## src/legacy_display_routing_pkg.sv

```systemverilog
// Purpose: Shared constants and types for the legacy display routing decoder.
// Assumes: AXI4-Lite register access, one 200 MHz clock, synchronous reset.
// Notes:   Offsets are byte addresses; each register takes one 32-bit word.
//
// How it works
// - Memory rate: strap 01 select 01 is 333, strap 10 select 01 is 320, strap 10 select 10 is 400, else reserved.
// - The frequency select resets to 00.
// - The memory I/O clock is always twice the memory clock.
// - A written select applies only after a clock sync sequence, which software runs after each write.
// - Only processor cycles into legacy display ranges are steered, by mono bit and colour enable.
// - Monochrome resources are memory 0B0000h-0B7FFFh and I/O 3B4h, 3B5h, 3B8h, 3B9h, 3BAh and 3BFh.
// - Monochrome I/O matching ignores address bits 15 to 10, so all aliases match.
// - With the mono bit set, an I/O access touching any monochrome location goes to the hub link whatever else it touches.
// - Colour enable and mono bit both clear send every display reference to the hub link.
// - Colour enable set, mono bit clear: colour references to graphics, 3BFh and aliases to the hub link.
// - Colour enable and mono bit both set: colour references to graphics, monochrome to the hub link.
// - With colour enable clear, I/O 3BCh-3BFh goes to the hub link.
// - Otherwise 3BCh-3BEh is plain I/O: graphics inside the I/O window with ISA enable clear, else hub link.
package legacy_display_routing_pkg;

  // Register byte addresses
  localparam logic [7:0] OFS_MEM_CLK_LEGACY_CTRL = 8'h00;
  localparam logic [7:0] OFS_BRIDGE_CONTROL_ONE  = 8'h04;
  localparam logic [7:0] OFS_IO_WINDOW           = 8'h08;
  localparam logic [7:0] OFS_CLOCK_SYNC          = 8'h0c;

  // Field positions
  localparam int FREQ_SEL_LSB   = 10;
  localparam int MONO_PRES_BIT  = 5;
  localparam int ISA_EN_BIT     = 0;
  localparam int COLOUR_EN_BIT  = 1;
  localparam int LIMIT_LSB      = 16;
  localparam int SYNC_START_BIT = 0;

  // Reset values
  localparam logic [1:0]  FREQ_SEL_RESET  = 2'h0;
  localparam logic [15:0] IO_BASE_RESET   = 16'hffff;
  localparam logic [15:0] IO_LIMIT_RESET  = 16'h0000;

  // Frequency codes
  localparam logic [1:0]  STRAP_LOW       = 2'h1;
  localparam logic [1:0]  STRAP_HIGH      = 2'h2;
  localparam logic [1:0]  SEL_LOW         = 2'h1;
  localparam logic [1:0]  SEL_HIGH        = 2'h2;
  localparam logic [9:0]  RATE_333_MHZ    = 10'h14d;
  localparam logic [9:0]  RATE_320_MHZ    = 10'h140;
  localparam logic [9:0]  RATE_400_MHZ    = 10'h190;

  // Clock relock time after a frequency switch
  localparam int CLK_PERIOD_PS   = 5000;
  localparam int RELOCK_NS       = 1000;
  localparam int RELOCK_CYCLES   = (RELOCK_NS * 1000 + CLK_PERIOD_PS - 1) / CLK_PERIOD_PS;

  // AXI responses
  localparam logic [1:0]  RESP_OKAY       = 2'h0;
  localparam logic [1:0]  RESP_SLVERR     = 2'h2;

  typedef enum logic [1:0] {RATE_RESERVED, RATE_333, RATE_320, RATE_400} mem_rate_e;

  typedef struct packed {
    logic        valid;
    logic        is_io;
    logic [31:0] addr;
    logic [3:0]  byte_en;
  } cycle_req_s;

  typedef struct packed {
    logic valid;
    logic to_graphics;
    logic to_hub_link;
    logic legacy_hit;
  } cycle_route_s;

endpackage

```

## src/legacy_display_routing_decode.sv

```systemverilog
// Purpose: Steers legacy display cycles to hub link or graphics; holds the memory clock select.
// Assumes: Inputs are synchronous to clk_sys; the strap is stable across reset release.
// Notes:   A routing answer appears one cycle after a request.
module legacy_display_routing_decode #(
  parameter int RELOCK_CYCLES = legacy_display_routing_pkg::RELOCK_CYCLES
) (
  // Clock and reset
  input  wire logic                                     clk_sys,
  input  wire logic                                     rst,
  // Strap
  input  wire logic [1:0]                               front_bus_frequency_strap,
  // Processor cycle to steer
  input  wire legacy_display_routing_pkg::cycle_req_s   cycle_req,
  output      legacy_display_routing_pkg::cycle_route_s cycle_route,
  // Memory clock control
  output      logic                                     mem_clock_hold,
  output      logic [9:0]                               mem_clock_mhz,
  output      logic [10:0]                              mem_io_clock_mhz,
  output      logic                                     mem_rate_reserved,
  // AXI4-Lite slave
  input  wire logic [7:0]                               s_axi_awaddr,
  input  wire logic                                     s_axi_awvalid,
  output      logic                                     s_axi_awready,
  input  wire logic [31:0]                              s_axi_wdata,
  input  wire logic [3:0]                               s_axi_wstrb,
  input  wire logic                                     s_axi_wvalid,
  output      logic                                     s_axi_wready,
  output      logic [1:0]                               s_axi_bresp,
  output      logic                                     s_axi_bvalid,
  input  wire logic                                     s_axi_bready,
  input  wire logic [7:0]                               s_axi_araddr,
  input  wire logic                                     s_axi_arvalid,
  output      logic                                     s_axi_arready,
  output      logic [31:0]                              s_axi_rdata,
  output      logic [1:0]                               s_axi_rresp,
  output      logic                                     s_axi_rvalid,
  input  wire logic                                     s_axi_rready
);

  if (RELOCK_CYCLES < 1 || RELOCK_CYCLES > 65535) begin : g_bad_relock
    $error("RELOCK_CYCLES out of range");
  end

  typedef enum logic [1:0] {SYNC_IDLE, SYNC_HOLD, SYNC_RELOCK} sync_state_e;

  // Software state
  logic [1:0]  freq_sel;
  logic [1:0]  freq_applied;
  logic        mono_present;
  logic        colour_en;
  logic        isa_en;
  logic [15:0] io_window_base;
  logic [15:0] io_window_limit;
  logic [1:0]  strap;
  logic        strap_taken;
  sync_state_e sync_state;
  logic [15:0] relock_cnt;
  logic        sync_start;

  // Bus slave state
  logic        aw_got;
  logic        w_got;
  logic [7:0]  aw_addr_q;
  logic [31:0] w_data_q;
  logic [3:0]  w_strb_q;
  logic        do_write;
  logic        next_aw_got;
  logic        next_w_got;
  logic        next_bvalid;
  logic        next_rvalid;
  logic        ar_take;

  function automatic legacy_display_routing_pkg::mem_rate_e rate_of(input logic [1:0] bus, input logic [1:0] sel);
    if (bus == legacy_display_routing_pkg::STRAP_LOW && sel == legacy_display_routing_pkg::SEL_LOW) begin
      return legacy_display_routing_pkg::RATE_333;
    end else if (bus == legacy_display_routing_pkg::STRAP_HIGH && sel == legacy_display_routing_pkg::SEL_LOW) begin
      return legacy_display_routing_pkg::RATE_320;
    end else if (bus == legacy_display_routing_pkg::STRAP_HIGH && sel == legacy_display_routing_pkg::SEL_HIGH) begin
      return legacy_display_routing_pkg::RATE_400;
    end
    return legacy_display_routing_pkg::RATE_RESERVED;
  endfunction

  // Monochrome I/O; aliases match as only bits 9:0 count
  function automatic logic is_mono_io(input logic [15:0] a);
    logic [9:0] low;
    low = a[9:0];
    return low == 10'h3b4 || low == 10'h3b5 || low == 10'h3b8 ||
           low == 10'h3b9 || low == 10'h3ba || low == 10'h3bf;
  endfunction

  // Colour display I/O: 3B0h-3BBh and 3C0h-3DFh with aliases
  function automatic logic is_colour_io(input logic [15:0] a);
    logic [9:0] low;
    low = a[9:0];
    return (low >= 10'h3b0 && low <= 10'h3bb) || (low >= 10'h3c0 && low <= 10'h3df);
  endfunction

  function automatic logic is_3bc_block(input logic [15:0] a);
    return a[9:2] == 8'hef;
  endfunction

  function automatic logic in_window(input logic [15:0] a, input logic [15:0] base, input logic [15:0] limit);
    return a >= base && a <= limit;
  endfunction

  // Per-byte I/O classification
  logic [3:0] byte_hub;
  logic [3:0] byte_gfx;
  logic [3:0] byte_legacy;

  genvar gi;
  generate
    for (gi = 0; gi < 4; gi++) begin : g_byte
      logic [15:0] loc;
      logic        mono;
      logic        colour;
      logic        blk;
      assign loc    = {cycle_req.addr[15:2], 2'(gi)};
      assign mono   = is_mono_io(loc);
      assign colour = is_colour_io(loc);
      assign blk    = is_3bc_block(loc);
      always_comb begin
        byte_hub[gi]    = 1'b0;
        byte_gfx[gi]    = 1'b0;
        byte_legacy[gi] = cycle_req.byte_en[gi] & (mono | colour | blk);
        if (cycle_req.byte_en[gi]) begin
          if (mono && mono_present) begin
            byte_hub[gi] = 1'b1;
          end else if (loc[9:0] == 10'h3bf) begin
            byte_hub[gi] = 1'b1;
          end else if (!colour_en && (colour || blk)) begin
            byte_hub[gi] = 1'b1;
          end else if (colour) begin
            byte_gfx[gi] = 1'b1;
          end else if (blk) begin
            if (in_window(loc, io_window_base, io_window_limit) && !isa_en) begin
              byte_gfx[gi] = 1'b1;
            end else begin
              byte_hub[gi] = 1'b1;
            end
          end else begin
            byte_hub[gi] = 1'b1;
          end
        end
      end
    end
  endgenerate

  // Colour frame buffer A0000h-BFFFFh, mono part B0000h-B7FFFh
  logic mem_colour;
  logic mem_mono;
  assign mem_colour = cycle_req.addr[31:17] == 15'h0005;
  assign mem_mono   = cycle_req.addr[31:15] == 17'h00016;

  // Routing answer, registered
  always_ff @(posedge clk_sys) begin
    if (rst) begin
      cycle_route <= '0;
    end else begin
      cycle_route.valid <= cycle_req.valid;
      if (cycle_req.is_io) begin
        cycle_route.legacy_hit  <= cycle_req.valid & (|byte_legacy);
        cycle_route.to_hub_link <= cycle_req.valid & ((|byte_hub) | ~(|byte_gfx));
        cycle_route.to_graphics <= cycle_req.valid & ~(|byte_hub) & (|byte_gfx);
      end else begin
        cycle_route.legacy_hit <= cycle_req.valid & mem_colour;
        if (mem_colour && colour_en && !(mem_mono && mono_present)) begin
          cycle_route.to_graphics <= cycle_req.valid;
          cycle_route.to_hub_link <= 1'b0;
        end else begin
          cycle_route.to_graphics <= 1'b0;
          cycle_route.to_hub_link <= cycle_req.valid;
        end
      end
    end
  end

  // Strap is taken on the first clock after reset release
  always_ff @(posedge clk_sys) begin
    if (rst) begin
      strap       <= 2'h0;
      strap_taken <= 1'b0;
    end else if (!strap_taken) begin
      strap       <= front_bus_frequency_strap;
      strap_taken <= 1'b1;
    end
  end

  // Register writes
  always_ff @(posedge clk_sys) begin
    if (rst) begin
      freq_sel        <= legacy_display_routing_pkg::FREQ_SEL_RESET;
      mono_present    <= 1'b0;
      colour_en       <= 1'b0;
      isa_en          <= 1'b0;
      io_window_base  <= legacy_display_routing_pkg::IO_BASE_RESET;
      io_window_limit <= legacy_display_routing_pkg::IO_LIMIT_RESET;
      sync_start      <= 1'b0;
    end else begin
      sync_start <= 1'b0;
      if (do_write) begin
        case (aw_addr_q)
          legacy_display_routing_pkg::OFS_MEM_CLK_LEGACY_CTRL: begin
            if (w_strb_q[1]) begin
              freq_sel <= w_data_q[legacy_display_routing_pkg::FREQ_SEL_LSB +: 2];
            end
            if (w_strb_q[0]) begin
              mono_present <= w_data_q[legacy_display_routing_pkg::MONO_PRES_BIT];
            end
          end
          legacy_display_routing_pkg::OFS_BRIDGE_CONTROL_ONE: begin
            if (w_strb_q[0]) begin
              isa_en    <= w_data_q[legacy_display_routing_pkg::ISA_EN_BIT];
              colour_en <= w_data_q[legacy_display_routing_pkg::COLOUR_EN_BIT];
            end
          end
          legacy_display_routing_pkg::OFS_IO_WINDOW: begin
            if (w_strb_q[0]) io_window_base[7:0]   <= w_data_q[7:0];
            if (w_strb_q[1]) io_window_base[15:8]  <= w_data_q[15:8];
            if (w_strb_q[2]) io_window_limit[7:0]  <= w_data_q[23:16];
            if (w_strb_q[3]) io_window_limit[15:8] <= w_data_q[31:24];
          end
          legacy_display_routing_pkg::OFS_CLOCK_SYNC: begin
            sync_start <= w_strb_q[0] & w_data_q[legacy_display_routing_pkg::SYNC_START_BIT];
          end
          default: begin
          end
        endcase
      end
    end
  end

  // Clock sync: hold, switch, wait for relock
  always_ff @(posedge clk_sys) begin
    if (rst) begin
      sync_state     <= SYNC_IDLE;
      relock_cnt     <= 16'h0000;
      freq_applied   <= legacy_display_routing_pkg::FREQ_SEL_RESET;
      mem_clock_hold <= 1'b0;
    end else begin
      case (sync_state)
        SYNC_IDLE: begin
          if (sync_start) begin
            sync_state     <= SYNC_HOLD;
            mem_clock_hold <= 1'b1;
          end
        end
        SYNC_HOLD: begin
          freq_applied <= freq_sel;
          relock_cnt   <= 16'(RELOCK_CYCLES - 1);
          sync_state   <= SYNC_RELOCK;
        end
        SYNC_RELOCK: begin
          if (relock_cnt == 16'h0000) begin
            sync_state     <= SYNC_IDLE;
            mem_clock_hold <= 1'b0;
          end else begin
            relock_cnt <= relock_cnt - 16'h0001;
          end
        end
        default: begin
          sync_state <= SYNC_IDLE;
        end
      endcase
    end
  end

  // Clock figures follow the taken strap and the applied select, not the written one
  legacy_display_routing_pkg::mem_rate_e rate_now;
  assign rate_now = rate_of(strap, freq_applied);

  always_ff @(posedge clk_sys) begin
    if (rst) begin
      mem_clock_mhz     <= 10'h000;
      mem_io_clock_mhz  <= 11'h000;
      mem_rate_reserved <= 1'b1;
    end else begin
      mem_rate_reserved <= rate_now == legacy_display_routing_pkg::RATE_RESERVED;
      case (rate_now)
        legacy_display_routing_pkg::RATE_333: begin
          mem_clock_mhz    <= legacy_display_routing_pkg::RATE_333_MHZ;
          mem_io_clock_mhz <= {legacy_display_routing_pkg::RATE_333_MHZ, 1'b0};
        end
        legacy_display_routing_pkg::RATE_320: begin
          mem_clock_mhz    <= legacy_display_routing_pkg::RATE_320_MHZ;
          mem_io_clock_mhz <= {legacy_display_routing_pkg::RATE_320_MHZ, 1'b0};
        end
        legacy_display_routing_pkg::RATE_400: begin
          mem_clock_mhz    <= legacy_display_routing_pkg::RATE_400_MHZ;
          mem_io_clock_mhz <= {legacy_display_routing_pkg::RATE_400_MHZ, 1'b0};
        end
        default: begin
          mem_clock_mhz    <= 10'h000;
          mem_io_clock_mhz <= 11'h000;
        end
      endcase
    end
  end

  // AXI4-Lite write channel
  assign do_write    = aw_got & w_got;
  assign next_aw_got = (aw_got & ~do_write) | (s_axi_awvalid & s_axi_awready);
  assign next_w_got  = (w_got & ~do_write) | (s_axi_wvalid & s_axi_wready);
  assign next_bvalid = do_write | (s_axi_bvalid & ~s_axi_bready);

  function automatic logic mapped(input logic [7:0] a);
    return a == legacy_display_routing_pkg::OFS_MEM_CLK_LEGACY_CTRL ||
           a == legacy_display_routing_pkg::OFS_BRIDGE_CONTROL_ONE ||
           a == legacy_display_routing_pkg::OFS_IO_WINDOW ||
           a == legacy_display_routing_pkg::OFS_CLOCK_SYNC;
  endfunction

  always_ff @(posedge clk_sys) begin
    if (rst) begin
      aw_got        <= 1'b0;
      w_got         <= 1'b0;
      aw_addr_q     <= 8'h00;
      w_data_q      <= 32'h0000_0000;
      w_strb_q      <= 4'h0;
      s_axi_awready <= 1'b0;
      s_axi_wready  <= 1'b0;
      s_axi_bvalid  <= 1'b0;
      s_axi_bresp   <= legacy_display_routing_pkg::RESP_OKAY;
    end else begin
      aw_got        <= next_aw_got;
      w_got         <= next_w_got;
      s_axi_bvalid  <= next_bvalid;
      s_axi_awready <= ~next_aw_got & ~next_bvalid;
      s_axi_wready  <= ~next_w_got & ~next_bvalid;
      if (s_axi_awvalid && s_axi_awready) begin
        aw_addr_q <= s_axi_awaddr;
      end
      if (s_axi_wvalid && s_axi_wready) begin
        w_data_q <= s_axi_wdata;
        w_strb_q <= s_axi_wstrb;
      end
      if (do_write) begin
        s_axi_bresp <= mapped(aw_addr_q) ? legacy_display_routing_pkg::RESP_OKAY
                                         : legacy_display_routing_pkg::RESP_SLVERR;
      end
    end
  end

  // AXI4-Lite read channel
  assign ar_take     = s_axi_arvalid & s_axi_arready;
  assign next_rvalid = ar_take | (s_axi_rvalid & ~s_axi_rready);

  always_ff @(posedge clk_sys) begin
    if (rst) begin
      s_axi_arready <= 1'b0;
      s_axi_rvalid  <= 1'b0;
      s_axi_rdata   <= 32'h0000_0000;
      s_axi_rresp   <= legacy_display_routing_pkg::RESP_OKAY;
    end else begin
      s_axi_rvalid  <= next_rvalid;
      s_axi_arready <= ~next_rvalid;
      if (ar_take) begin
        s_axi_rresp <= legacy_display_routing_pkg::RESP_OKAY;
        s_axi_rdata <= 32'h0000_0000;
        case (s_axi_araddr)
          legacy_display_routing_pkg::OFS_MEM_CLK_LEGACY_CTRL: begin
            s_axi_rdata[legacy_display_routing_pkg::FREQ_SEL_LSB +: 2] <= freq_sel;
            s_axi_rdata[legacy_display_routing_pkg::MONO_PRES_BIT]     <= mono_present;
          end
          legacy_display_routing_pkg::OFS_BRIDGE_CONTROL_ONE: begin
            s_axi_rdata[legacy_display_routing_pkg::ISA_EN_BIT]    <= isa_en;
            s_axi_rdata[legacy_display_routing_pkg::COLOUR_EN_BIT] <= colour_en;
          end
          legacy_display_routing_pkg::OFS_IO_WINDOW: begin
            s_axi_rdata <= {io_window_limit, io_window_base};
          end
          legacy_display_routing_pkg::OFS_CLOCK_SYNC: begin
            s_axi_rdata[7:0] <= {2'(rate_now), strap, freq_applied, 1'b0, sync_state != SYNC_IDLE};
          end
          default: begin
            s_axi_rresp <= legacy_display_routing_pkg::RESP_SLVERR;
          end
        endcase
      end
    end
  end

endmodule

```

## config.mk

```make
export PLATFORM = sky130hd
export DESIGN_NAME = legacy_display_routing_decode
export DESIGN_NICKNAME = d
export VERILOG_FILES = /design/src/legacy_display_routing_pkg.sv /design/src/legacy_display_routing_decode.sv
export SDC_FILE = /design/constraint.sdc
export NUM_CORES = 1
export LEC_CHECK = 0
export BUFFER_PORTS_ARGS = -buffer_cell sky130_fd_sc_hd__buf_2
export CAP_MARGIN = 20
export CORE_MARGIN = 1
export CORE_UTILIZATION = 30
export CTS_CLUSTER_DIAMETER = 40
export DETAILED_ROUTE_END_ITERATION = 8
export GPL_ROUTABILITY_DRIVEN = 0
export PLACE_DENSITY_LB_ADDON = 0.05
export SYNTH_ARGS = -nofsm -noshare
export SYNTH_HDL_FRONTEND = slang
export SYNTH_SLANG_ARGS = --single-unit
```

## constraint.sdc

```tcl
create_clock -name clk_sys -period 3 [get_ports clk_sys]
set_clock_uncertainty 0.1 [all_clocks]
set_input_delay 0.6 -clock clk_sys [delete_from_list [all_inputs] [get_ports clk_sys]]
set_output_delay 0.6 -clock clk_sys [all_outputs]
set_load 0.05 [all_outputs]
```

Word level (Yosys, flattened, before mapping)
Cells that the tools add are included.
{ "op_classes": {"n_mux": 75, "magnitude_cmp": 22, "n_reduce_logical": 67, "n_eq_ne": 23, "n_addsub": 1, "bitwise_logic": 43} }
{ "op_table": {"columns": ["op", "n"], "rows": [
  ["greater-or-equal comparator 10 bit (second input constant)", 8],
  ["less-or-equal comparator 10 bit (second input constant)", 8],
  ["two-way mux 1 bit", 52],
  ["greater-or-equal comparator 16 bit", 3],
  ["less-or-equal comparator 16 bit", 3],
  ["equality test 8 x 4 -> 1 bit (second input constant)", 4],
  ["one-hot mux 16 bit (2 select lines)", 1],
  ["one-hot mux 10 bit (3 select lines)", 1],
  ["logical AND 1 bit", 29],
  ["one-hot mux 9 bit (3 select lines)", 1],
  ["equality test 8 bit (second input constant)", 3],
  ["AND reduction 3 bit", 8],
  ["AND 1 bit", 20],
  ["two-way mux 2 bit", 10],
  ["two-way mux 20 bit", 1],
  ["equality test 17 x 5 -> 1 bit (second input constant)", 1],
  ["equality test 8 x 3 -> 1 bit (second input constant)", 2],
  ["zero test 16 bit", 1],
  ["zero test 8 bit", 2],
  ["two-way mux 16 bit", 1],
  ["OR reduction 4 bit", 4],
  ["subtractor 16 x 1 -> 16 bit (second input constant)", 1],
  ["equality test 15 x 3 -> 1 bit (second input constant)", 1],
  ["OR 1 bit", 13],
  ["other kinds (16)", 53]
]} }
{ "totals": {"output_inout_bits": 68, "regBits": 175} }

Depth between registers and ports, before layout
Gate-level depths: netlist (run 1).
{ "logic_depth": {"depth_word": 14, "mapped_depth": 8} }

Worst setup path after synthesis (run 1)
No wires, ideal clock.
{ "synth_timing": {"path_kind": "in2reg", "from": "input cycle_req[19] (netlist name)", "to": "register cycle_route[1] (netlist name)", "arrival_time_ps": 2517, "stages": 7, "path_slack_ps": 261, "setup_ps": 122, "required_time_ps": 2778, "cell_sequence": "ha_1 -> nand4_1 -> or4_4 -> or3_1 -> a221oi_1 -> o22ai_1 -> o311a_1"} }
{ "synth_between": {"elab_chain_len": 14, "word_cells_on_any_way": 59} }
{ "synth_rtl": {"columns": ["element", "line_no", "rtl"], "rows": [
  ["start: declaration", "legacy_display_routing_decode.sv:13", "input wire legacy_display_routing_pkg::cycle_req_s cycle_req,"],
  ["greater-or-equal comparator 16 bit or less-or-equal comparator 16 bit (tied branches)", "legacy_display_routing_decode.sv:104", "return a >= base && a <= limit;"],
  ["logical AND 1 bit", "legacy_display_routing_decode.sv:104", null],
  ["logical AND 1 bit", "legacy_display_routing_decode.sv:137", "if (in_window(loc, io_window_base, io_window_limit) && !isa_en) begin"],
  ["two-way mux 1 bit", "legacy_display_routing_decode.sv:137", null],
  ["two-way mux 1 bit", "legacy_display_routing_decode.sv:136", "end else if (blk) begin"],
  ["two-way mux 1 bit", "legacy_display_routing_decode.sv:134", "end else if (colour) begin"],
  ["two-way mux 1 bit", "legacy_display_routing_decode.sv:132", "end else if (!colour_en && (colour || blk)) begin"],
  ["two-way mux 1 bit", "legacy_display_routing_decode.sv:128", "if (mono && mono_present) begin"],
  ["two-way mux 1 bit", "legacy_display_routing_decode.sv:127", "if (cycle_req.byte_en[gi]) begin"],
  ["OR reduction 4 bit", "legacy_display_routing_decode.sv:164", "cycle_route.to_hub_link <= cycle_req.valid & ((|byte_hub) | ~(|byte_gfx));"],
  ["inverter 1 bit", "legacy_display_routing_decode.sv:164", null],
  ["OR 1 bit", "legacy_display_routing_decode.sv:164", null],
  ["AND 1 bit", "legacy_display_routing_decode.sv:164", null],
  ["two-way mux 3 bit (*)", "legacy_display_routing_decode.sv:162", "if (cycle_req.is_io) begin"],
  ["end: declaration", "legacy_display_routing_decode.sv:14", "output legacy_display_routing_pkg::cycle_route_s cycle_route,"]
]} }
Every way passes the cells marked *; elsewhere a longest branch is shown, timed or not.
A chain may end at the register's enable or synchronous reset.

Worst setup path in the final report (run 1)
{ "layout_timing": {"from": "register io_window_limit[9]", "to": "register cycle_route[1] (netlist name)"} }
{ "layout_between": {"elab_chain_len": 14, "word_cells_on_any_way": 51} }
{ "layout_rtl": {"columns": ["element", "line_no", "rtl"], "rows": [
  ["start: declaration", "legacy_display_routing_decode.sv:53", "logic [15:0] io_window_limit;"],
  ["start signal: assignment", "legacy_display_routing_decode.sv:198", "io_window_limit <= legacy_display_routing_pkg::IO_LIMIT_RESET;"],
  ["start signal: assignment", "legacy_display_routing_decode.sv:222", "if (w_strb_q[3]) io_window_limit[15:8] <= w_data_q[31:24];"],
  ["less-or-equal comparator 16 bit", "legacy_display_routing_decode.sv:104", null],
  ["logical AND 1 bit", "legacy_display_routing_decode.sv:104", null],
  ["logical AND 1 bit", "legacy_display_routing_decode.sv:137", null],
  ["two-way mux 1 bit", "legacy_display_routing_decode.sv:137", null],
  ["two-way mux 1 bit", "legacy_display_routing_decode.sv:136", null],
  ["two-way mux 1 bit", "legacy_display_routing_decode.sv:134", null],
  ["two-way mux 1 bit", "legacy_display_routing_decode.sv:132", null],
  ["two-way mux 1 bit", "legacy_display_routing_decode.sv:128", null],
  ["two-way mux 1 bit", "legacy_display_routing_decode.sv:127", null],
  ["OR reduction 4 bit", "legacy_display_routing_decode.sv:164", null],
  ["inverter 1 bit", "legacy_display_routing_decode.sv:164", null],
  ["OR 1 bit (*)", "legacy_display_routing_decode.sv:164", null],
  ["AND 1 bit (*)", "legacy_display_routing_decode.sv:164", null],
  ["two-way mux 3 bit (*)", "legacy_display_routing_decode.sv:162", null]
]} }
Marked as above.

==> results of run 1 <==
==> layout by cell type, fill, tap and decap left out, types with 10 or more instances in the layout <==
master,instances
a21oi_1,99
a22oi_1,24
buf_2,154
buf_4,23
clkbuf_16,17
dfxtp_1,156
ha_1,29
inv_1,36
mux2i_1,20
nand2_1,158
nand3_1,45
nor2_1,65
nor3_1,10
o21ai_0,16
==> final cells by class <==
type | instances | area, um2
multi-input combinational | 591 | 3390
clock inverter | 14 | 228
fill | 2422 | 14000
antenna | 1 | 2.50
inverter | 36 | 135
clock buffer | 18 | 439
sequential | 156 | 3120
tap | 285 | 357
timing repair buffer | 179 | 983
==> cells in the mapped netlist, drive strengths merged (3+ instances only) <==
master / count / area share
and2: 3 / 0.0027
nand4: 11 / 0.012
or3: 4 / 0.0036
a21oi: 99 / 0.071
o2111ai: 4 / 0.0085
nand2: 158 / 0.085
nand3: 45 / 0.032
nor4: 11 / 0.012
and3b: 4 / 0.0050
and3: 3 / 0.0027
nand3b: 4 / 0.0043
dfxtp: 156 / 0.45
a22oi: 24 / 0.026
inv: 36 / 0.019
o311ai: 3 / 0.0038
a221oi: 4 / 0.0050
or2: 3 / 0.0027
or4: 6 / 0.0070
mux2i: 20 / 0.029
ha: 29 / 0.052
nor4b: 3 / 0.0038
nand2b: 8 / 0.0072
buf: 28 / 0.029
a211oi: 4 / 0.0043
o21ai: 16 / 0.012
clkbuf: 33 / 0.018
nor3: 10 / 0.0072
xor2: 5 / 0.0063
nor2: 66 / 0.036
nor2b: 9 / 0.0081
==> routing by layer <==
metal,vias to the layer above,wire (um),share of wire,GRT usage
met2,149,8560,0.43,0.265
met4,2,148,0.0075,0.0443
met3,14,903,0.046,0.0403
met5,-,10,0.00050,0
met1,2700,10200,0.51,0.245
li1,3175,-,-,-
==> state kept, by name (all words and copies together) (netlist names), 2 cells and up <==
register         flops
mem_clock_mhz        4
io_window_base      16
relock_cnt          16
strap                2
freq_applied         2
w_data_q            32
s_axi_rdata         32
cycle_route          4
w_strb_q             4
aw_addr_q            8
freq_sel             2
sync_state           2
io_window_limit     16
==> through the flow <==
stage,area [um2],util,setup TNS (ps)
finish,8660,0.382,0
global route,8660,0.382,0
CTS,8660,0.382,0
detailed placement,7990,0.353,-166
global placement,7990,0.353,-57.5
floorplan,6980,-,0
==> power breakdown <==
| group | switching (mW) | leakage, nW | internal (mW) | total [mW] |
|---|---|---|---|---|
| logic | 0.225 | 2.18 | 0.126 | 0.351 |
| registers | 0.0318 | 1.26 | 2.11 | 2.14 |
| clock network | 0.968 | 0.325 | 1.46 | 2.42 |
| total | 1.22 | 3.77 | 3.69 | 4.92 |
==> kinds of logic after synthesis <==
| family | after synthesis |
|---|---|
| adder cells (fa/ha/maj) | 29 |
| AO/OA/AOI/OAI | 171 |
| other | 1 |
| multiplexers | 22 |
| AND/OR/NAND/NOR | 353 |
| XOR/XNOR | 7 |
| flip-flops | 156 |
| buffers and inverters | 97 |
==> worst max-delay path, stage by stage (launching register included) <==
cell and delay, ps:
dfxtp_1 410, inv_1 70, ha_1 290, nand4_1 130, or4_4 540, or3_1 310, a221oi_1 360, o22ai_1 160
o311a_1 300
==> worst min-delay path by stage <==
| stage | startpoint | end | slack [ps] |
|---|---|---|---|
| after floorplan | aw_addr_q[6] | aw_addr_q[6] | 330 |
| after global routing | s_axi_wdata[25] | w_data_q[25] | 280 |
| after CTS | front_bus_frequency_strap[0] | strap[0] | 280 |
| after global placement | aw_addr_q[6] | aw_addr_q[6] | 340 |
| after detailed placement | aw_addr_q[1] | aw_addr_q[1] | 350 |
| final | s_axi_wdata[25] | w_data_q[25] | 300 |
==> impl_metrics.py, run 1 <==
metrics = {
    "run_status": {
        "status": "completed",
    },
    "placed_design": {
        "dp_cells": 1247,
        "dp_hpwl_mm": 14.7,
        "pre_cts_ws_ps": -96.8,
        "port_buffers": 155,
    },
    "critical_path": {
        "reg2reg_to": "cycle_route[1]",
        "crit_end": "cycle_route[1]",
        "r2r-start": "io_window_limit[9]",
        "worstPathRequired_ps": 3220,
        "crit_start": "io_window_limit[9]",
        "path_class": "reg2reg",
        "worst_setup_path_end_kind": "flop",
        "start_kind": "flop",
        "rr_worst_depth": 8,
        "rrSetupSlack_ps": 210,
        "critPathMaxFanout": 3,
        "worst_ep_arrival_time_ps": 3010,
    },
    "cells_and_area": {
        "drive_gt1_frac": 0.226,
        "area_growth_pct": 24.7,
        "final_nets": 1109,
        "instances_no_fill": 1280,
    },
    "job": {
        "max_cap_violations": 0,
    },
    "cts": {
        "post-cts-setup-buffers": 0,
        "cts_hold_buf": 0,
        "insertion_delay_ps": 420,
        "cts-htree-levels": 4,
        "cts_sinks": 156,
        "cts.repair.resized": 0,
        "clk_pin_slew_ps": 70,
        "cts_tree": "yes",
        "numCtsBuffers": 17,
        "cts_root_buf": "clkbuf_16",
        "cts.path.max_buffers": 2,
    },
    "synthesis": {
        "yosysUniqueCellTypes": 61,
        "synth_compound_area_frac": 0.152,
        "synth_seq_cells": 156,
        "postSynthAreaPerCell_um2": 8.31,
        "synthArstFlopShare": 0,
        "yosysSeqAreaShare": 0.450,
        "synth_warnings": 0,
        "synth_xor_area_frac": 0.00883,
        "netlist_instances": 836,
        "synthMuxAreaShare": 0.0326,
        "synth_top_family_by_area": "simple AND/OR/NAND/NOR gates",
        "ys.flop_type": "dfxtp_1",
        "netlist_area_um2": 6950,
        "synthAdderAreaFrac": 0.0522,
        "synthSimpleGateAreaFrac": 0.238,
        "synth-edff-count": 0,
    },
    "timing": {
        "setup_viol": 0,
        "fin_crit_sh": 0.929,
        "setup_ws_ps": 212,
        "slew_headroom": 0.560,
        "rsz0062_at_grt": "false",
        "tightestPinTransition_ps": 660,
        "period_minus_slack_ps": 2790,
        "whs_ps": 303,
        "maxSlewViolCount": 0,
        "hold_violations": 0,
        "max_freq_mhz": 359,
    },
    "detailed_routing": {
        "drt_iter0_drc": 287,
        "vias_per_cell": 4.72,
        "wl_mm": 19.8,
        "drtPass1Iterations": 5,
        "drc": 0,
        "final_antenna_net_count": 0,
        "wl_per_cell_um": 15.5,
        "vias": 6040,
    },
    "power_and_ir_drop": {
        "peakVddDrop_mv": 0.287,
        "p_leak_nw": 3.77,
        "p_total_mw": 4.92,
        "power_density_nw_per_um2": 568,
    },
    "floorplan": {
        "die_area_um2": 23800,
        "rows": 55,
        "start_util": 0.307,
        "io_pins": 167,
        "floorplan.die.width_um": 154,
        "core-area_um2": 22600,
        "fp.dieH_um": 154,
    },
    "worst_hold_path": {
        "hold_depth": 3,
        "hp-class": "in2reg",
    },
    "grt": {
        "track_usage": 0.174,
        "antenna_found_initial": 2,
        "grt_pass1_vias": 5839,
        "grt_max_degree": 79,
        "grt_first_pass_wirelength_mm": 31.9,
        "overflow": 0,
    },
}
(Power assumes the default switching activity.)
==> inputs of run 2 (changes only) <==
--- a/config.mk
+++ b/config.mk
@@ -8,7 +8,7 @@
 export BUFFER_PORTS_ARGS = -buffer_cell sky130_fd_sc_hd__buf_2
 export CAP_MARGIN = 20
 export CORE_MARGIN = 1
-export CORE_UTILIZATION = 30
+export CORE_UTILIZATION = 54
 export CTS_CLUSTER_DIAMETER = 40
 export DETAILED_ROUTE_END_ITERATION = 8
 export GPL_ROUTABILITY_DRIVEN = 0
==> constraint.sdc (replaced) <==
create_clock -name clk_sys -period 2.8 [get_ports clk_sys]
set_clock_uncertainty 0.1 [all_clocks]
set_input_delay 0.56 -clock clk_sys [delete_from_list [all_inputs] [get_ports clk_sys]]
set_output_delay 0.56 -clock clk_sys [all_outputs]
set_load 0.05 [all_outputs]
==> run 2 against run 1 <==
First-iteration DRC count up 55%. Critical path depth unchanged. Combinational power rose by 10%. Cell area decreased by 1.3%. Global-route usage increased by 9.4 points. Worst hold slack worse by 35 ps. Maximum frequency up 4.0%. Clock power is 2% lower. Register-to-register slack got worse by 90 ps. Wire length shrank 11%. Sequential power rose by 7%. Die area shrank 44%. Largest cell class unchanged.
==> impl_metrics.py, run 2 (synthesized netlist as in run 1, its figures left out) <==
metrics = {
    "timing": {
        "setup_viol": 0,
        "hold_violations": 0,
        "maxSlewViolCount": 0,
        "tightestPinTransition_ps": 783,
        "period_minus_slack_ps": 2680,
        "setup_ws_ps": 118,
        "max_freq_mhz": 373,
        "fin_crit_sh": 0.958,
        "slew_headroom": 0.478,
    },
    "cts": {
        "insertion_delay_ps": 430,
        "cts_sinks": 156,
        "cts.path.max_buffers": 2,
        "cts.repair.resized": 0,
        "numCtsBuffers": 17,
        "cts_hold_buf": 0,
        "clk_pin_slew_ps": 60,
        "post-cts-setup-buffers": 0,
        "cts_root_buf": "clkbuf_16",
        "cts_tree": "yes",
        "cts-htree-levels": 4,
    },
    "cells_and_area": {
        "instances_no_fill": 1176,
        "final_common_cell": "nand2_1",
        "final_cell_mix": "nand2_1 (158), buf_2 (154), dfxtp_1 (153)",
        "drive_gt1_frac": 0.239,
        "reg.largest.list": "s_axi_rdata: 32 flops, w_data_q: 32 flops",
        "final_nets": 1119,
        "antennaDiodeCount": 0,
        "area_growth_pct": 23.1,
    },
    "critical_path": {
        "cpPeakStageDelay_ps": 580,
        "critPathMaxFanout": 4,
        "path_class": "reg2reg",
        "worst_setup_path_end_kind": "flop",
        "start_kind": "flop",
        "worstPathCellList": "inv_1, ha_1, nand4_1, or4_4, or2_2, a221oi_2, o22ai_2, o311a_1",
        "crit_slowest_cell": "or4_4",
        "worstPathRequired_ps": 3020,
        "worst_ep_arrival_time_ps": 2900,
    },
    "detailed_routing": {
        "final_antenna_net_count": 0,
        "drt_iter0_drc": 445,
        "wl_mm": 17.5,
        "wl_per_cell_um": 14.9,
        "drtPass1Iterations": 5,
        "vias_per_cell": 5.50,
        "drc": 0,
        "vias": 6470,
    },
    "grt": {
        "track_usage": 0.268,
        "grt_max_degree": 57,
        "antenna_found_initial": 0,
        "overflow": 0,
        "grt_first_pass_wirelength_mm": 27.6,
        "grt_pass1_vias": 5859,
    },
    "placed_design": {
        "pre_cts_ws_ps": -149,
        "dp_hpwl_mm": 12.9,
        "port_buffers": 155,
        "dp_cells": 1144,
    },
    "worst_hold_path": {
        "hp-class": "in2reg",
    },
    "floorplan": {
        "fp.dieH_um": 115,
        "die_area_um2": 13300,
        "core-area_um2": 12600,
        "start_util": 0.553,
        "rows": 41,
        "floorplan.die.width_um": 115,
        "io_pins": 167,
    },
    "run_status": {
        "status": "completed",
    },
    "job": {
        "max_cap_violations": 0,
    },
    "power_and_ir_drop": {
        "peakVddDrop_mv": 0.542,
        "p_leak_nw": 3.79,
        "power_density_nw_per_um2": 593,
    },
}
==> run 2: cell count changes in the layout (fill, tap and decap cells not counted), moves of 2 or more <==
cell        delta
inv_8          -2
clkinv_2       +2
clkinvlp_4     +2
a221oi_2       +2
dfxtp_2        +3
dfxtp_1        -3
a221oi_1       -2
buf_4         +11
clkinv_8       -2
==> run 2: per-stage QoR <==
step | hold slack [ps] | area, um2 | total power, mW | utilization | TNS (ps)
6_report | 268 | 8550 | 5.07 | 0.680 | 0
3_3_place_gp | 339 | 7910 | 2.71 | 0.629 | -201
2_1_floorplan | 331 | 6980 | 2.57 | - | 0
3_5_place_dp | 347 | 7910 | 2.73 | 0.629 | -255
4_1_cts | 256 | 8530 | 5.09 | 0.678 | 0
5_1_grt | 268 | 8550 | 5.22 | 0.680 | -8.60
==> run 2: area by class of cell <==
class,instances,area (um2)
Multi-Input combinational cell,591,3410
Tap cell,172,215
Clock inverter,12,159
Sequential cell,156,3130
Clock buffer,20,457
Inverter,36,135
Timing Repair Buffer,189,1050
Fill cell,1053,4020
==> run 2: power by group <==
part	leakage (nW)	total (mW)	internal, mW	switching (mW)
clock	0.297	2.38	1.46	0.928
combinational	2.23	0.387	0.144	0.242
sequential	1.27	2.30	2.26	0.0331
==> run 2: path summary, 6_finish.rpt <==
check                 startpoint        endpoint  slack (ps)  cells past startpoint
max          io_window_limit[13]  cycle_route[1]         120                      8
min              s_axi_wdata[25]    w_data_q[25]         270                      3
max reg2reg  io_window_limit[13]  cycle_route[1]         120                      8
min reg2reg         w_data_q[22]    w_data_q[22]         360                      2
==> run 2: routing by layer <==
| layer | vias up | routed length (um) | global-route usage |
|---|---|---|---|
| met2 | 234 | 8070 | 0.440 |
| li1 | 3185 | - | - |
| met5 | - | 0 | 0 |
| met1 | 3013 | 7950 | 0.339 |
| met3 | 38 | 995 | 0.0596 |
| met4 | 0 | 526 | 0.118 |
==> run 2: critical path, delay by kind of cell, from the launching register on <==
family,cells,cell delay (ps)
compound gates,3,730
simple gates,3,1040
flops,1,350
buf+inv,1,50
fa+ha+maj,1,300
==> inputs of run 3 (changes only) <==
--- a/config.mk
+++ b/config.mk
@@ -5,7 +5,8 @@
 export SDC_FILE = /design/constraint.sdc
 export NUM_CORES = 1
 export LEC_CHECK = 0
-export BUFFER_PORTS_ARGS = -buffer_cell sky130_fd_sc_hd__buf_2
+export ABC_CLOCK_PERIOD_IN_PS = 2800
+export BUFFER_PORTS_ARGS = -buffer_cell sky130_fd_sc_hd__buf_4
 export CAP_MARGIN = 20
 export CORE_MARGIN = 1
 export CORE_UTILIZATION = 54
==> run 3 against run 2 <==
Sequential cell count stayed put. Power is 3.1% higher. Maximum frequency hardly changed. Via count is 0.43% lower. Worst hold slack better by 8.9 ps. First-iteration DRC count is 9.0% lower. Count of clock-buffer cells in the layout is 3 lower. Core utilization is 3.1 points higher. Die area stayed put. Clock power is 5% higher. Cell area is 4.6% higher. Highest routed layer unchanged.
==> impl_metrics.py, run 3 (synthesized netlist as in run 1, its figures left out) <==
metrics = {
    "detailed_routing": {
        "wl_per_cell_um": 15.3,
        "vias_per_cell": 5.49,
        "final_antenna_net_count": 0,
        "drt_iter0_drc": 405,
        "drtPass1Iterations": 5,
        "wl_mm": 17.9,
        "vias": 6442,
        "drc": 0,
    },
    "cells_and_area": {
        "drive_gt1_frac": 0.241,
        "final_cell_mix": "buf_4 (188), nand2_1 (158), dfxtp_1 (151)",
        "n_fill_cell": 1011,
        "reg.largest.list": "s_axi_rdata: 32 flops, w_data_q: 32 flops",
        "area_growth_pct": 28.8,
        "multi_input_area_um2": 3410,
        "instances_no_fill": 1174,
        "seqCellArea_um2": 3130,
        "design_area_um2": 8940,
        "final_nets": 1118,
        "antennaDiodeCount": 0,
        "final_common_cell": "buf_4",
    },
    "floorplan": {
        "rows": 41,
        "fp.dieH_um": 115,
        "io_pins": 167,
        "die_area_um2": 13300,
        "start_util": 0.553,
        "floorplan.die.width_um": 115,
        "core-area_um2": 12600,
    },
    "critical_path": {
        "worstPathRequired_ps": 3000,
        "critPathMaxFanout": 4,
        "cpPeakStageDelay_ps": 540,
        "start_kind": "flop",
        "path_class": "reg2reg",
        "rr_worst_depth": 8,
        "worstPathCellList": "inv_1, ha_1, nand4_1, or4_4, or3_1, a221oi_2, o22ai_2, o311a_1",
        "crit_start": "io_window_limit[9]",
        "rrSetupSlack_ps": 120,
        "worst-path-buf-inv": 1,
        "reg2reg_to": "cycle_route[1]",
        "crit_slowest_cell": "or4_4",
        "worst_ep_arrival_time_ps": 2890,
        "crit_end": "cycle_route[1]",
        "critPathTopFamily": "simple AND/OR/NAND/NOR gates",
        "r2r-start": "io_window_limit[9]",
        "cp.depth": 8,
        "worst_setup_path_end_kind": "flop",
    },
    "cts": {
        "cts_hold_buf": 0,
        "cts_sinks": 156,
        "cts.path.max_buffers": 2,
        "cts_tree": "yes",
        "cts_root_buf": "clkbuf_16",
        "clk_pin_slew_ps": 60,
        "numCtsBuffers": 17,
        "cts-htree-levels": 4,
        "post-cts-setup-buffers": 0,
        "cts.repair.resized": 0,
        "insertion_delay_ps": 430,
    },
    "power_and_ir_drop": {
        "p_leak_nw": 3.87,
        "power_density_nw_per_um2": 584,
        "peakVddDrop_mv": 0.523,
    },
    "grt": {
        "overflow": 0,
        "grt_first_pass_wirelength_mm": 28.5,
        "grt_util_met3": 0.0638,
        "grt_pass1_vias": 5906,
        "antenna_found_initial": 0,
        "grt_max_degree": 44,
        "use_met2": 0.461,
        "met1_usage": 0.346,
        "grt-busiest-layer": "met2",
        "track_usage": 0.278,
    },
    "timing": {
        "fin_crit_sh": 0.958,
        "max_freq_mhz": 373,
        "maxSlewViolCount": 0,
        "period_minus_slack_ps": 2680,
        "slew_headroom": 0.497,
        "tightestPinTransition_ps": 753,
        "hold_violations": 0,
        "setup_viol": 0,
    },
    "worst_hold_path": {
        "hold_depth": 3,
        "hp-class": "in2reg",
    },
    "placed_design": {
        "port_buffers": 155,
        "dp_hpwl_mm": 13.1,
        "dp_cells": 1143,
        "placed_area_um2": 8280,
    },
    "job": {
        "max_cap_violations": 0,
    },
    "run_status": {
        "status": "completed",
    },
}
## run 3: cell count changes in the layout (fill, tap and decap cells not counted), sizes merged
cell      change
bufinv        +2
clkinvlp      +1
clkbuf        -3
inv           -1
buf           -1
## run 3: per-stage QoR
| step | power, mW | hold slack, ps | setup TNS [ps] | util | setup slack (ps) |
|---|---|---|---|---|---|
| floorplan | 2.57 | 331 | 0 | - | 101 |
| global placement | 2.75 | 338 | -208 | 0.658 | -130 |
| detailed placement | 2.77 | 348 | -359 | 0.658 | -205 |
| CTS | 5.24 | 266 | 0 | 0.710 | 32.2 |
| global route | 5.41 | 272 | -7.46 | 0.712 | -7.46 |
| finish | 5.22 | 277 | 0 | 0.712 | 117 |
## run 3: worst min-delay path by stage
stage / startpoint / endpoint / slack [ps]
detailed placement: aw_addr_q[5] / aw_addr_q[5] / 350
finish: front_bus_frequency_strap[0] / strap[0] / 280
floorplan: aw_addr_q[6] / aw_addr_q[6] / 330
global placement: aw_addr_q[6] / aw_addr_q[6] / 340
CTS: s_axi_wdata[24] / w_data_q[24] / 270
global route: s_axi_wdata[27] / w_data_q[27] / 270
## run 3: area by class of cell
class | count | share of cell area
clock inverter | 14 | 0.0243
tap | 172 | 0.0241
timing repair buffer | 188 | 0.158
inverter | 36 | 0.0151
multi-input combinational | 591 | 0.381
clock buffer | 17 | 0.0476
sequential | 156 | 0.350
## run 3: where the power goes
group          internal, mW  total [mW]  switching (mW)
combinational         0.183       0.426           0.244
sequential             2.26        2.30          0.0346
clock                  1.58        2.50           0.921
total                  4.03        5.22            1.20
## run 3: layer usage
metal,part of all wire,up-vias
met5,0,-
met4,0.026,0
met3,0.062,32
met2,0.47,227
met1,0.44,2992
li1,-,3191
## run 3: worst min-delay path: cells and delay by family
| kind | cells | cell delay (ps) |
|---|---|---|
| buffers and inverters | 1 | 80 |
| muxes | 1 | 50 |
| and+or+nand+nor | 1 | 80 |
